<file path="src/hw/dmc_map.svh">
// register offsets, control fields, reset values and constants of the
// eight channel data mover with memory checksum unit
// assumes a 32-bit word bus; every offset is a byte address
`ifndef DMC_MAP_SVH
`define DMC_MAP_SVH
// ---------------------------------------------------------------
// address map
// ---------------------------------------------------------------
`define DMC_CH_SRC 4'h0
`define DMC_CH_DST 4'h4
`define DMC_CH_CTRL 4'h8
`define DMC_CH_CNT 4'hC
`define DMC_CHK_IN 8'h80
`define DMC_CHK_RES 8'h84
`define DMC_BUS_PRIO 8'h88
`define DMC_SRN_EN 8'h8C
`define DMC_DONE 8'h90
`define DMC_BRIDGE_BIT 12
`define DMC_CHK_LINK_ADDR 32'hF000_0000
// ---------------------------------------------------------------
// channel control fields
// ---------------------------------------------------------------
`define DMC_C_EN 0
`define DMC_C_CONT 1
`define DMC_C_HIPRI 2
`define DMC_C_HWEN 3
`define DMC_C_TSEL 6:4
`define DMC_C_WIDTH 8:7
`define DMC_C_SINC 9
`define DMC_C_DINC 10
`define DMC_C_SCIRC 11
`define DMC_C_DCIRC 12
`define DMC_C_CSIZE 16:13
`define DMC_C_SBUS 18:17
`define DMC_C_DBUS 20:19
`define DMC_C_SREN 21
`define DMC_C_SWREQ 24
`define DMC_C_BUSY 25
`define DMC_CTRL_MASK 32'h003F_FFFF
// ---------------------------------------------------------------
// reset values and checksum
// ---------------------------------------------------------------
`define DMC_CHK_INIT 32'hFFFF_FFFF
`define DMC_CRC_POLY 32'h04C1_1DB7
`define DMC_WORD_ZERO 32'h0000_0000
`endif

</file>
<file path="src/hw/dmc_pkg.sv">
// types shared by the data mover design
// assumes the map header supplies all numeric constants
package dmc_pkg;
    // engine sequence states
    typedef enum logic [2:0] {
        ENG_IDLE = 3'b000,
        ENG_READ = 3'b001,
        ENG_RWAIT = 3'b010,
        ENG_WRITE = 3'b011,
        ENG_UPDATE = 3'b100
    } dmc_state_e;
    typedef logic [31:0] dmc_word_t;
endpackage : dmc_pkg

</file>
<file path="src/hw/dmc_engine.sv">
// eight channel data mover, checksum unit, bus bridge, service requests
// assumes one clock for the register bus and all three master ports
//
// Register access over AHB-Lite and the register offsets were left to the implementer.
`timescale 1ns/10ps
`default_nettype none
`include "dmc_map.svh"
// Operation
// - eight independent channels in one group
// - per-channel trigger chosen from eight inputs
// - two-level priority set per channel
// - start by software or hardware request
// - single mode clears enable at count end
// - continuous mode keeps enable, reloads count
// - 32-bit addresses with programmable modification
// - circular buffer wrap within programmed region
// - move width of 8, 16 or 32 bits
// - per-channel source, destination, control, count registers
// - switch to system, dedicated and link buses
// - link interface also reaches checksum unit
// - one pending move buffered per bus
// - group priority programmable per bus port
// - bridge host accesses; dedicated bus shared with channels
// - channel and link service request outputs
// - each input write updates checksum result
// - checksum uses 32-bit Ethernet polynomial
module dmc_engine (
    input wire logic sys_clk,
    input wire logic reset,
    input wire logic hsel,
    input wire logic [31:0] haddr,
    input wire logic [1:0] htrans,
    input wire logic hwrite,
    input wire logic [2:0] hsize,
    input wire logic [31:0] hwdata,
    input wire logic hready,
    output logic [31:0] hrdata,
    output logic hreadyout,
    output logic hresp,
    input wire logic [7:0] hwReq,
    input wire logic [3:0] linkEvt,
    output logic [7:0] srChan,
    output logic [3:0] srLink,
    output logic sysReq,
    output logic sysWrite,
    output logic [31:0] sysAddr,
    output logic [31:0] sysWdata,
    output logic [1:0] sysSize,
    output logic [1:0] sysPrio,
    input wire logic sysAck,
    input wire logic [31:0] sysRdata,
    output logic dedReq,
    output logic dedWrite,
    output logic [31:0] dedAddr,
    output logic [31:0] dedWdata,
    output logic [1:0] dedSize,
    output logic [1:0] dedPrio,
    input wire logic dedAck,
    input wire logic [31:0] dedRdata,
    output logic linkReq,
    output logic linkWrite,
    output logic [31:0] linkAddr,
    output logic [31:0] linkWdata,
    output logic [1:0] linkSize,
    output logic [1:0] linkPrio,
    input wire logic linkAck,
    input wire logic [31:0] linkRdata
);
    // -----------------------------------------------------------
    // helpers
    // -----------------------------------------------------------
    // msb-first fold of one word into the signature
    function automatic dmc_pkg::dmc_word_t crcFold(
        input dmc_pkg::dmc_word_t c, input dmc_pkg::dmc_word_t d);
        dmc_pkg::dmc_word_t r;
        r = c;
        for (int i = 0; i < 32; i++) begin
            r = (r[31] ^ d[31 - i]) ? ({r[30:0], 1'b0} ^ `DMC_CRC_POLY)
                : {r[30:0], 1'b0};
        end
        return r;
    endfunction : crcFold
    // wrap inside a 2^size byte region when circular mode is set
    function automatic dmc_pkg::dmc_word_t stepAddr(
        input dmc_pkg::dmc_word_t a, input logic inc, input logic circ,
        input logic [3:0] size, input logic [1:0] w);
        dmc_pkg::dmc_word_t lin;
        dmc_pkg::dmc_word_t msk;
        lin = a + (inc ? (32'h0000_0001 << w) : 32'h0000_0000);
        msk = (32'h0000_0001 << size) - 32'h0000_0001;
        return circ ? ((a & ~msk) | (lin & msk)) : lin;
    endfunction : stepAddr
    // select code 3 is folded onto the system bus
    function automatic logic [1:0] busOf(input logic [1:0] s);
        return (s == 2'b11) ? 2'b00 : s;
    endfunction : busOf
    // -----------------------------------------------------------
    // storage
    // -----------------------------------------------------------
    logic [31:0] srcAddr_reg [8];
    logic [31:0] dstAddr_reg [8];
    logic [31:0] ctrl_reg [8];
    logic [15:0] cnt_reg [8];
    logic [15:0] reload_reg [8];
    logic [7:0] trig_reg;
    logic [7:0] done_reg;
    logic [7:0] srChan_reg;
    logic [3:0] srLink_reg;
    logic [3:0] srnEn_reg;
    logic [5:0] busPrio_reg;
    logic [31:0] chkRes_reg;
    logic [31:0] aAddr_reg;
    logic aWrite_reg;
    logic dph_reg;
    logic bridgeSent_reg;
    logic [31:0] hrdata_reg;
    logic hready_reg;
    logic [2:0] pReq_reg;
    logic [2:0] pWr_reg;
    logic [2:0] pEng_reg;
    logic [31:0] pAddr_reg [3];
    logic [31:0] pWdata_reg [3];
    logic [1:0] pSize_reg [3];
    dmc_pkg::dmc_state_e state_reg;
    logic [2:0] ch_reg;
    logic [31:0] data_reg;
    // -----------------------------------------------------------
    // register bus decode
    // -----------------------------------------------------------
    wire accept = hsel & htrans[1] & hready;
    wire aBridge = aAddr_reg[`DMC_BRIDGE_BIT];
    wire chWin = ~aBridge & ~aAddr_reg[7];
    wire [2:0] aCh = aAddr_reg[6:4];
    wire [3:0] aOff = aAddr_reg[3:0];
    wire [7:0] aLow = aAddr_reg[7:0];
    wire regWr = dph_reg & aWrite_reg & ~aBridge;
    wire wrChk = regWr & (aLow == `DMC_CHK_IN);
    wire wrRes = regWr & (aLow == `DMC_CHK_RES);
    wire wrCtrl = regWr & chWin & (aOff == `DMC_CH_CTRL);
    wire bridgeLoad = dph_reg & aBridge & ~bridgeSent_reg & ~pReq_reg[1];
    wire bridgeDone = dph_reg & aBridge & bridgeSent_reg & pReq_reg[1]
        & ~pEng_reg[1] & dedAck;
    wire [31:0] ctrlRd = (ctrl_reg[aCh] & `DMC_CTRL_MASK)
        | ({31'h0000_0000, trig_reg[aCh]} << `DMC_C_BUSY);
    // read mux; unmapped words read zero
    wire [31:0] rdMux =
        (chWin && aOff == `DMC_CH_SRC) ? srcAddr_reg[aCh] :
        (chWin && aOff == `DMC_CH_DST) ? dstAddr_reg[aCh] :
        (chWin && aOff == `DMC_CH_CTRL) ? ctrlRd :
        (chWin && aOff == `DMC_CH_CNT) ? {reload_reg[aCh], cnt_reg[aCh]} :
        (aLow == `DMC_CHK_RES) ? chkRes_reg :
        (aLow == `DMC_BUS_PRIO) ? {26'h000_0000, busPrio_reg} :
        (aLow == `DMC_SRN_EN) ? {28'h000_0000, srnEn_reg} :
        (aLow == `DMC_DONE) ? {24'h00_0000, done_reg} : `DMC_WORD_ZERO;
    // -----------------------------------------------------------
    // arbitration and engine decode
    // -----------------------------------------------------------
    logic [7:0] pend;
    logic [7:0] hiPend;
    logic [2:0] pick;
    logic anyPend;
    // lowest index wins within a level; high level first
    always_comb begin
        pick = 3'h0;
        for (int i = 0; i < 8; i++) begin
            pend[i] = ctrl_reg[i][`DMC_C_EN] & trig_reg[i]
                & (cnt_reg[i] != 16'h0000);
            hiPend[i] = pend[i] & ctrl_reg[i][`DMC_C_HIPRI];
        end
        for (int i = 7; i >= 0; i--) begin
            if (pend[i]) begin
                pick = 3'(i);
            end
        end
        for (int i = 7; i >= 0; i--) begin
            if (hiPend[i]) begin
                pick = 3'(i);
            end
        end
        anyPend = |pend;
    end
    wire [31:0] cur = ctrl_reg[ch_reg];
    wire [1:0] width = cur[`DMC_C_WIDTH];
    wire [1:0] sBus = busOf(cur[`DMC_C_SBUS]);
    wire [1:0] dBus = busOf(cur[`DMC_C_DBUS]);
    wire [31:0] wMask = (width == 2'b00) ? 32'h0000_00FF :
        (width == 2'b01) ? 32'h0000_FFFF : 32'hFFFF_FFFF;
    wire [2:0] portFree = ~pReq_reg & {1'b1, ~bridgeLoad, 1'b1};
    wire toChk = (dBus == 2'b10)
        && (dstAddr_reg[ch_reg] == `DMC_CHK_LINK_ADDR);
    wire engChk = (state_reg == dmc_pkg::ENG_WRITE) & toChk & ~wrChk;
    wire engRd = (state_reg == dmc_pkg::ENG_READ) & portFree[sBus];
    wire engWr = (state_reg == dmc_pkg::ENG_WRITE) & ~toChk
        & portFree[dBus];
    wire [31:0] ackRd = (sBus == 2'b00) ? sysRdata :
        (sBus == 2'b01) ? dedRdata : linkRdata;
    wire [2:0] ackIn = {linkAck, dedAck, sysAck};
    wire rdDone = (state_reg == dmc_pkg::ENG_RWAIT) & ackIn[sBus]
        & pReq_reg[sBus] & pEng_reg[sBus];
    wire finish = (state_reg == dmc_pkg::ENG_UPDATE)
        & (cnt_reg[ch_reg] == 16'h0001);
    // -----------------------------------------------------------
    // register bus slave
    // -----------------------------------------------------------
    // one wait state per register access keeps read data coming from a flop
    always_ff @(posedge sys_clk) begin
        if (reset) begin
            aAddr_reg <= `DMC_WORD_ZERO;
            aWrite_reg <= 1'b0;
            dph_reg <= 1'b0;
            bridgeSent_reg <= 1'b0;
            hrdata_reg <= `DMC_WORD_ZERO;
            hready_reg <= 1'b1;
        end else if (accept) begin
            aAddr_reg <= haddr;
            aWrite_reg <= hwrite;
            dph_reg <= 1'b1;
            hready_reg <= 1'b0;
        end else if (dph_reg && !aBridge) begin
            hrdata_reg <= aWrite_reg ? `DMC_WORD_ZERO : rdMux;
            hready_reg <= 1'b1;
            dph_reg <= 1'b0;
        end else if (bridgeLoad) begin
            bridgeSent_reg <= 1'b1;
        end else if (bridgeDone) begin
            hrdata_reg <= aWrite_reg ? `DMC_WORD_ZERO : dedRdata;
            hready_reg <= 1'b1;
            dph_reg <= 1'b0;
            bridgeSent_reg <= 1'b0;
        end
    end
    // -----------------------------------------------------------
    // global registers, checksum, service requests
    // -----------------------------------------------------------
    // set wins over clear on the done flags
    always_ff @(posedge sys_clk) begin
        if (reset) begin
            chkRes_reg <= `DMC_CHK_INIT;
            busPrio_reg <= 6'h00;
            srnEn_reg <= 4'h0;
            done_reg <= 8'h00;
            srChan_reg <= 8'h00;
            srLink_reg <= 4'h0;
        end else begin
            if (wrChk) begin
                chkRes_reg <= crcFold(chkRes_reg, hwdata);
            end else if (engChk) begin
                chkRes_reg <= crcFold(chkRes_reg, data_reg);
            end else if (wrRes) begin
                chkRes_reg <= hwdata;
            end
            if (regWr && aLow == `DMC_BUS_PRIO) begin
                busPrio_reg <= hwdata[5:0];
            end
            if (regWr && aLow == `DMC_SRN_EN) begin
                srnEn_reg <= hwdata[3:0];
            end
            done_reg <= ((regWr && aLow == `DMC_DONE) ?
                done_reg & ~hwdata[7:0] : done_reg)
                | (finish ? (8'h01 << ch_reg) : 8'h00);
            srChan_reg <= (finish && cur[`DMC_C_SREN]) ?
                (8'h01 << ch_reg) : 8'h00;
            srLink_reg <= linkEvt & srnEn_reg;
        end
    end
    // -----------------------------------------------------------
    // channel registers
    // -----------------------------------------------------------
    // engine update first, a same-cycle software write overrides it
    always_ff @(posedge sys_clk) begin
        if (reset) begin
            for (int i = 0; i < 8; i++) begin
                srcAddr_reg[i] <= `DMC_WORD_ZERO;
                dstAddr_reg[i] <= `DMC_WORD_ZERO;
                ctrl_reg[i] <= `DMC_WORD_ZERO;
                cnt_reg[i] <= 16'h0000;
                reload_reg[i] <= 16'h0000;
            end
            trig_reg <= 8'h00;
        end else begin
            for (int i = 0; i < 8; i++) begin
                if (state_reg == dmc_pkg::ENG_UPDATE && ch_reg == 3'(i)) begin
                    srcAddr_reg[i] <= stepAddr(srcAddr_reg[i],
                        cur[`DMC_C_SINC], cur[`DMC_C_SCIRC],
                        cur[`DMC_C_CSIZE], width);
                    dstAddr_reg[i] <= stepAddr(dstAddr_reg[i],
                        cur[`DMC_C_DINC], cur[`DMC_C_DCIRC],
                        cur[`DMC_C_CSIZE], width);
                    cnt_reg[i] <= cnt_reg[i] - 16'h0001;
                    if (finish && cur[`DMC_C_CONT]) begin
                        cnt_reg[i] <= reload_reg[i];
                    end else if (finish) begin
                        ctrl_reg[i][`DMC_C_EN] <= 1'b0;
                    end
                end
                if (regWr && chWin && aCh == 3'(i)) begin
                    unique case (aOff)
                        `DMC_CH_SRC: srcAddr_reg[i] <= hwdata;
                        `DMC_CH_DST: dstAddr_reg[i] <= hwdata;
                        `DMC_CH_CTRL: ctrl_reg[i] <= hwdata & `DMC_CTRL_MASK;
                        `DMC_CH_CNT: begin
                            cnt_reg[i] <= hwdata[15:0];
                            reload_reg[i] <= hwdata[15:0];
                        end
                        default: ;
                    endcase
                end
                // trigger set wins over the end-of-transaction clear
                trig_reg[i] <= (trig_reg[i]
                    & ~(finish && ch_reg == 3'(i)))
                    | (wrCtrl && aCh == 3'(i) && hwdata[`DMC_C_SWREQ])
                    | (ctrl_reg[i][`DMC_C_HWEN]
                    & hwReq[ctrl_reg[i][`DMC_C_TSEL]]);
            end
        end
    end
    // -----------------------------------------------------------
    // move engine
    // -----------------------------------------------------------
    // re-arbitrates after every move so a high level channel cuts in
    always_ff @(posedge sys_clk) begin
        if (reset) begin
            state_reg <= dmc_pkg::ENG_IDLE;
            ch_reg <= 3'h0;
            data_reg <= `DMC_WORD_ZERO;
        end else begin
            unique case (state_reg)
                dmc_pkg::ENG_IDLE: if (anyPend) begin
                    ch_reg <= pick;
                    state_reg <= dmc_pkg::ENG_READ;
                end
                dmc_pkg::ENG_READ: if (engRd) begin
                    state_reg <= dmc_pkg::ENG_RWAIT;
                end
                dmc_pkg::ENG_RWAIT: if (rdDone) begin
                    data_reg <= ackRd & wMask;
                    state_reg <= dmc_pkg::ENG_WRITE;
                end
                dmc_pkg::ENG_WRITE: if (engChk || engWr) begin
                    state_reg <= dmc_pkg::ENG_UPDATE;
                end
                dmc_pkg::ENG_UPDATE: state_reg <= dmc_pkg::ENG_IDLE;
                default: state_reg <= dmc_pkg::ENG_IDLE;
            endcase
        end
    end
    // -----------------------------------------------------------
    // master ports, one buffered move each
    // -----------------------------------------------------------
    // a loaded move is held until its acknowledge
    always_ff @(posedge sys_clk) begin
        if (reset) begin
            pReq_reg <= 3'h0;
            pWr_reg <= 3'h0;
            pEng_reg <= 3'h0;
            for (int p = 0; p < 3; p++) begin
                pAddr_reg[p] <= `DMC_WORD_ZERO;
                pWdata_reg[p] <= `DMC_WORD_ZERO;
                pSize_reg[p] <= 2'b00;
            end
        end else begin
            for (int p = 0; p < 3; p++) begin
                if (pReq_reg[p] && ackIn[p]) begin
                    pReq_reg[p] <= 1'b0;
                end else if (p == 1 && bridgeLoad) begin
                    pReq_reg[p] <= 1'b1;
                    pEng_reg[p] <= 1'b0;
                    pWr_reg[p] <= aWrite_reg;
                    pAddr_reg[p] <= aAddr_reg;
                    pWdata_reg[p] <= hwdata;
                    pSize_reg[p] <= 2'b10;
                end else if ((engRd && sBus == 2'(p))
                    || (engWr && dBus == 2'(p))) begin
                    pReq_reg[p] <= 1'b1;
                    pEng_reg[p] <= 1'b1;
                    pWr_reg[p] <= engWr;
                    pAddr_reg[p] <= engWr ? dstAddr_reg[ch_reg]
                        : srcAddr_reg[ch_reg];
                    pWdata_reg[p] <= data_reg;
                    pSize_reg[p] <= width;
                end
            end
        end
    end
    // -----------------------------------------------------------
    // outputs
    // -----------------------------------------------------------
    assign hrdata = hrdata_reg;
    assign hreadyout = hready_reg;
    assign hresp = 1'b0;
    assign srChan = srChan_reg;
    assign srLink = srLink_reg;
    assign {linkReq, dedReq, sysReq} = pReq_reg;
    assign {linkWrite, dedWrite, sysWrite} = pWr_reg;
    assign sysAddr = pAddr_reg[0];
    assign dedAddr = pAddr_reg[1];
    assign linkAddr = pAddr_reg[2];
    assign sysWdata = pWdata_reg[0];
    assign dedWdata = pWdata_reg[1];
    assign linkWdata = pWdata_reg[2];
    assign sysSize = pSize_reg[0];
    assign dedSize = pSize_reg[1];
    assign linkSize = pSize_reg[2];
    assign {linkPrio, dedPrio, sysPrio} = busPrio_reg;
endmodule : dmc_engine
`default_nettype wire

</file>
<file path="config.mk">
export PLATFORM = sky130hd
export DESIGN_NAME = dmc_engine
export DESIGN_NICKNAME = d
export VERILOG_FILES = /design/src/hw/dmc_pkg.sv /design/src/hw/dmc_engine.sv
export VERILOG_INCLUDE_DIRS = /design/src /design/src/hw
export SDC_FILE = /design/constraint.sdc
export NUM_CORES = 2
export LEC_CHECK = 0
export BUFFER_PORTS_ARGS = -buffer_cell sky130_fd_sc_hd__buf_2
export CAP_MARGIN = 20
export CORE_MARGIN = 2
export CORE_UTILIZATION = 57
export DETAILED_ROUTE_END_ITERATION = 10
export PLACE_DENSITY_LB_ADDON = 0.25
export SYNTH_ARGS = -nofsm -noshare
export SYNTH_HDL_FRONTEND = slang
export SYNTH_SLANG_ARGS = --single-unit
</file>
<file path="constraint.sdc">
create_clock -name sys_clk -period 12.2 [get_ports sys_clk]
set_clock_uncertainty 0.1 [all_clocks]
set_input_delay 1.22 -clock sys_clk [delete_from_list [all_inputs] [get_ports sys_clk]]
set_output_delay 1.22 -clock sys_clk [all_outputs]
set_load 0.05 [all_outputs]
</file>
# Word level (Yosys, flattened, before mapping)

Memories as Yosys holds them, arrays and structs flattened. A register that Yosys moved wholly into a read port is not among the register bits.
Index checks and enable logic that the tools add are counted.
Widths: inputs -> output; s select.

Bits in registers: 185
Bits in writable memories: 1142
Bits of input ports: 185
Output and inout bits: 256
Word-level logic and storage cells: 1082
Memories kept: 8

Add/subtract/negate cells: 25
$lt $le $gt $ge: 11
Eq/ne operators: 41
Shifts and indexed selects: 3
Multiplexer cells: 482
Bitwise gates (word level): 387
Reduce and logical (&&, ||, !) cells: 100

Memory list:

| name            | words | bits a word | rd ports | clocked after Yosys merged registers in | write ports | line              | RTL |
|---|---|---|---|---|---|---|---|
| dstAddr_reg     | 8     | 32          | 10       | 2                                       | 8           | dmc_engine.sv:101 | `logic [31:0] dstAddr_reg [8];` |
| srcAddr_reg     | 8     | 32          | 10       | 2                                       | 8           | dmc_engine.sv:100 | `logic [31:0] srcAddr_reg [8];` |
| ctrl_reg        | 8     | 22          | 10       | 2                                       | 8           | dmc_engine.sv:102 | `logic [31:0] ctrl_reg [8];` |
| cnt_reg         | 8     | 16          | 10       | 2                                       | 8           | dmc_engine.sv:103 | `logic [15:0] cnt_reg [8];` |
| reload_reg      | 8     | 16          | 9        | 1                                       | 8           | dmc_engine.sv:104 | `logic [15:0] reload_reg [8];` |
| pAddr_reg       | 3     | 32          | 3        | 0                                       | 3           | dmc_engine.sv:121 | `logic [31:0] pAddr_reg [3];` |
| 2 more memories | n/a   | n/a         | n/a      | n/a                                     | n/a         | n/a               |  |

Operators with widths:

| kind                  | count |
|---|---|
| $mux 32               | 76 |
| $mux 27               | 64 |
| $and 32x32->32        | 33 |
| $not 14->14           | 63 |
| $add 32x32->32        | 16 |
| $mux 16               | 32 |
| $or 32x32->32         | 16 |
| $mux 1                | 238 |
| $mux 21               | 8 |
| $reduce_bool 16->1    | 8 |
| $sub 16x1->16 const B | 8 |
| $or 1x1->1            | 116 |
| $mux 3                | 38 |
| $and 1x1->1           | 65 |
| $xor 1x1->1           | 64 |
| $logic_and 1x1->1     | 61 |
| $eq 8x8->1 const B    | 5 |
| $mux 8                | 5 |
| $lt 3x4->1 const B    | 9 |
| $eq 32x32->1 const B  | 1 |
| $not 32->32           | 1 |
| $shl 1x2->32 const A  | 1 |
| $shl 1x4->32 const A  | 1 |
| $sub 32x1->32 const B | 1 |
| 37 further kinds      | 119 |

# Longest topological paths before layout

Depth after elaboration: 66
Depth in mapped cells: 24

# Least setup slack after synthesis

Ideal clock, no wire load.

Path kind: reg2reg
Start: register (tool-made name)
End: memory pAddr_reg[2][0], in the netlist pAddr_reg[0][64] (enable)
Library setup time: 0.435 ns
Data arrival time: 6.778 ns
Path slack: 4.887 ns
Stages on the path, launching flop included: 20
Path buffers: 8
Period minus slack after synthesis: 7.313 ns
Path through: dfxtp_1 buf_2 buf_2 buf_2 buf_1 buf_1 buf_2 buf_2 buf_1 mux4_2 nand2_1 and2_1 ha_1 mux2_2 o21ai_0 nor2b_1 and3b_1 a22oi_1 a21o_1 nand2b_1

RTL lines:

| element       | line |
|---|---|
| end, declared | dmc_engine.sv:121 |

==> out/results.txt <==
CP arrival - 7.27 ns
Mapped cell area - 87100 sq um
PortBufs - 435
Initial antenna violation count - 29
DRC violations left - 0
Synthesized netlist cell count - 8266
Clock transition at path regs - 0.06 ns
Initial DRC Count - 13312
Highest Clock Rate - 146 MHz
Top-area cell type share of the netlist area - 39.4%
Final std cells w/o fill - 10625
RSZ-0062 raised after global routing - false
Iteration count of the initial detailed-routing pass - 9
Layout filler cell count - 11874
HPWL after detailed placement - 250 mm
Vias - 74178
Crit path launch type - flop
Vias in the first global route - 68417
Clock latency at the later pin of the worst-skew pair - 0.83 ns
Root buf cell - clkbuf_16
Post-layout util - 63.8%
Post-synth top cells - edfxtp_1 (1142), nand2_1 (1032), nor2_1 (901), xnor2_1 (604), o21ai_0 (501)
Hold_buf cts - 0
Top post-synthesis cells by area - edfxtp_1 (39%), mux4_2 (12%), xnor2_1 (6.1%), nand2_1 (4.4%), dfxtp_1 (4.4%)
Initial core utilization - 57.4%
Final Hold Fails - 0
Post-synth top flop - edfxtp_1
Critical Path RT - 12.62 ns
Slew HR - 5.70%
Fin crit share - 56.2%
First-pass GRT wire length - 492 mm
Pwr dens - 153 nW/um^2
Tightest Hold Check Type - flop to flop
Yosys Warn Count - 0
Total global routing overflow - 0
Post-CTS sizing - 0
Worst-path maximum fanout - 67
Post-synth top area cell - edfxtp_1
Share of cells above drive strength 1 - 17.3%
All-Layer GR Usage - 43.7%
Core area - 152000 sq um
CP max-delay cell - buf_4
Syn Area/Cell - 10.5 sq um
Finish-stage setup viols - 0
Async set-reset flop share out of synthesis - 0%
TritonCTS Sinks - 1333
Setup WS post-layout - 5.35 ns
Wirelength per Cell - 32.8 um
Sequential share of the synthesized area - 43.7%
Syn Nets - 8546
Place WS - 5.53 ns
Row Count - 143
Min Tclk post-route - 6.85 ns
Gpl congestion - 1.06
Dpl cells - 10316
Worst Path Buf+Inv - 4
EDFF count, synth - 1142
I/O pin count - 441
Fin. max-slew vios - 0
Max-Cap Viols - 0
# H-tree levels - 4
Status - completed
CP peak stage delay - 0.77 ns
Critical path cell sequence - buf_4 -> buf_4 -> mux4_2 -> nor4_1 -> nand4_1 -> o22ai_1 -> nand4_1 -> nor3b_2 -> buf_4 -> a22oi_1 -> a21o_1 -> a41o_2 -> buf_4 -> nor2_1
Leakage power - 33.5 nW
Worst-Margin Slew - 1.41 ns
Post-route setup TNS - 0 ns
CTS max path bufs - 3
CP Class - flop to flop
Hold slack - 0.349 ns
Largest net degree at the start of global routing - 136
Total die area - 156000 sq um
FF+latch count, synth - 1333
Setup bufs post-CTS - 0
Top-count cell post-synth - edfxtp_1
Total CTS buffers - 150
Max IR drop VDD - 0.220 mV
Total routed wirelength - 348 mm
Distinct cells, synth - 79
CP top delay family - buffers and inverters
Die X - 395 um
DRT antenna net count - 0
Die Ht - 395 um
Nets@finish - 8735
CP endpoint kind - flop
TritonCTS clock tree - yes
Critical Path Most Common Cell - buf_4
Area growth, synth to finish - 11.2%
Via density - 6.98
## power by group
part | internal, mW | switching [mW] | leakage (nW)
sequential | 5.17 | 0.234 | 13.3
clock | 2.73 | 2.05 | 2.47
combinational | 1.85 | 2.79 | 17.8
total | 9.75 | 5.07 | 33.5
## per-layer routing
layer	vias to the layer above	routed length (um)	global-route usage, %	part of all wire, %
met3	1035	58800	17.6	17
met5	-	263	0.616	0.076
met2	6460	143000	60.3	41
li1	30717	-	-	-
met1	35944	120000	57.4	35
met4	22	25300	27.0	7.3
## worst reg2reg max path, cell delays in order, from the launching register on
cell and delay [ns]:
dfxtp_4 0.74, buf_4 0.81, buf_4 0.64, mux4_2 0.70, nor4_1 0.40, nand4_1 0.14, o22ai_1 0.26, nand4_1 0.41
nor3b_2 0.32, buf_4 0.33, a22oi_1 0.37, a21o_1 0.32, a41o_2 0.23, buf_4 0.61, nor2_1 0.18
## cells by family (layout without fill, tap and decap cells)
logic type / count (synthesis) / in the layout / synth area share [%]
buffers and inverters: 706 / 1018 / 3.09
other: 1 / 18 / 0.00430
AND/OR/NAND/NOR: 2878 / 2878 / 15.0
flip-flops: 1333 / 1333 / 43.7
multiplexers: 680 / 680 / 14.3
AO/OA/AOI/OAI: 1490 / 1490 / 10.1
adder cells (fa/ha/maj): 95 / 95 / 1.50
XOR/XNOR: 1083 / 1083 / 12.4
## per-stage QoR
stage / cell area, sq um / total power [mW]
floorplan: 87100 / 8.69
global placement: 91300 / 9.93
detailed placement: 91400 / 9.98
CTS: 96500 / 14.7
global route: 96800 / 15.1
finish: 96900 / 14.8
## cell usage in the layout (no fill, tap or decap), types with 22 or more instances in the layout
| master | n |
|---|---|
| dfxtp_1 | 185 |
| nand2_1 | 1027 |
| or2_2 | 25 |
| a21oi_1 | 440 |
| inv_1 | 126 |
| xor2_1 | 376 |
| nand2b_1 | 61 |
| o31ai_1 | 71 |
| clkbuf_16 | 153 |
| o21ai_0 | 479 |
| clkinv_2 | 29 |
| o22ai_1 | 127 |
| nor2_1 | 885 |
| edfxtp_1 | 1142 |
| xnor2_2 | 22 |
| mux4_2 | 445 |
| xnor2_1 | 604 |
| a211oi_1 | 131 |
| or4_1 | 24 |
| a21o_1 | 30 |
| buf_4 | 152 |
| mux2_2 | 38 |
| nor4_1 | 48 |
| clkbuf_1 | 26 |
| mux2i_1 | 193 |
| nor3_1 | 117 |
| xnor3_1 | 50 |
| and2_1 | 95 |
| a22oi_1 | 29 |
| nand4_1 | 104 |
| and4_1 | 33 |
| ha_1 | 78 |
| nand3_1 | 171 |
| or3_1 | 43 |
| nor2b_1 | 48 |
| buf_2 | 435 |
| and3_1 | 95 |
| a221oi_1 | 24 |
## area by class of cell
cell class / instances / area, sq um / area share [%]
Tap cell: 2030 / 2540 / 2.62
Clock buffer: 187 / 4020 / 4.15
Multi-Input combinational cell: 6227 / 46800 / 48.3
Timing Repair Buffer: 616 / 3840 / 3.96
Antenna cell: 17 / 42.5 / 0.0439
Clock inverter: 88 / 1050 / 1.09
Sequential cell: 1333 / 38100 / 39.4
Inverter: 127 / 477 / 0.492
## path summary, 6_finish.rpt
kind	start	endpoint	slack (ns)	depth (start not counted)
setup / recovery	flop	pAddr_reg[0][76]	5.35	14
hold / removal	hrdata[8]	hrdata[8]	0.35	2
setup reg to reg	flop	pAddr_reg[0][76]	5.35	14
hold reg to reg	hrdata[8]	hrdata[8]	0.35	2
Note: power is estimated with default switching activity, not from simulation.
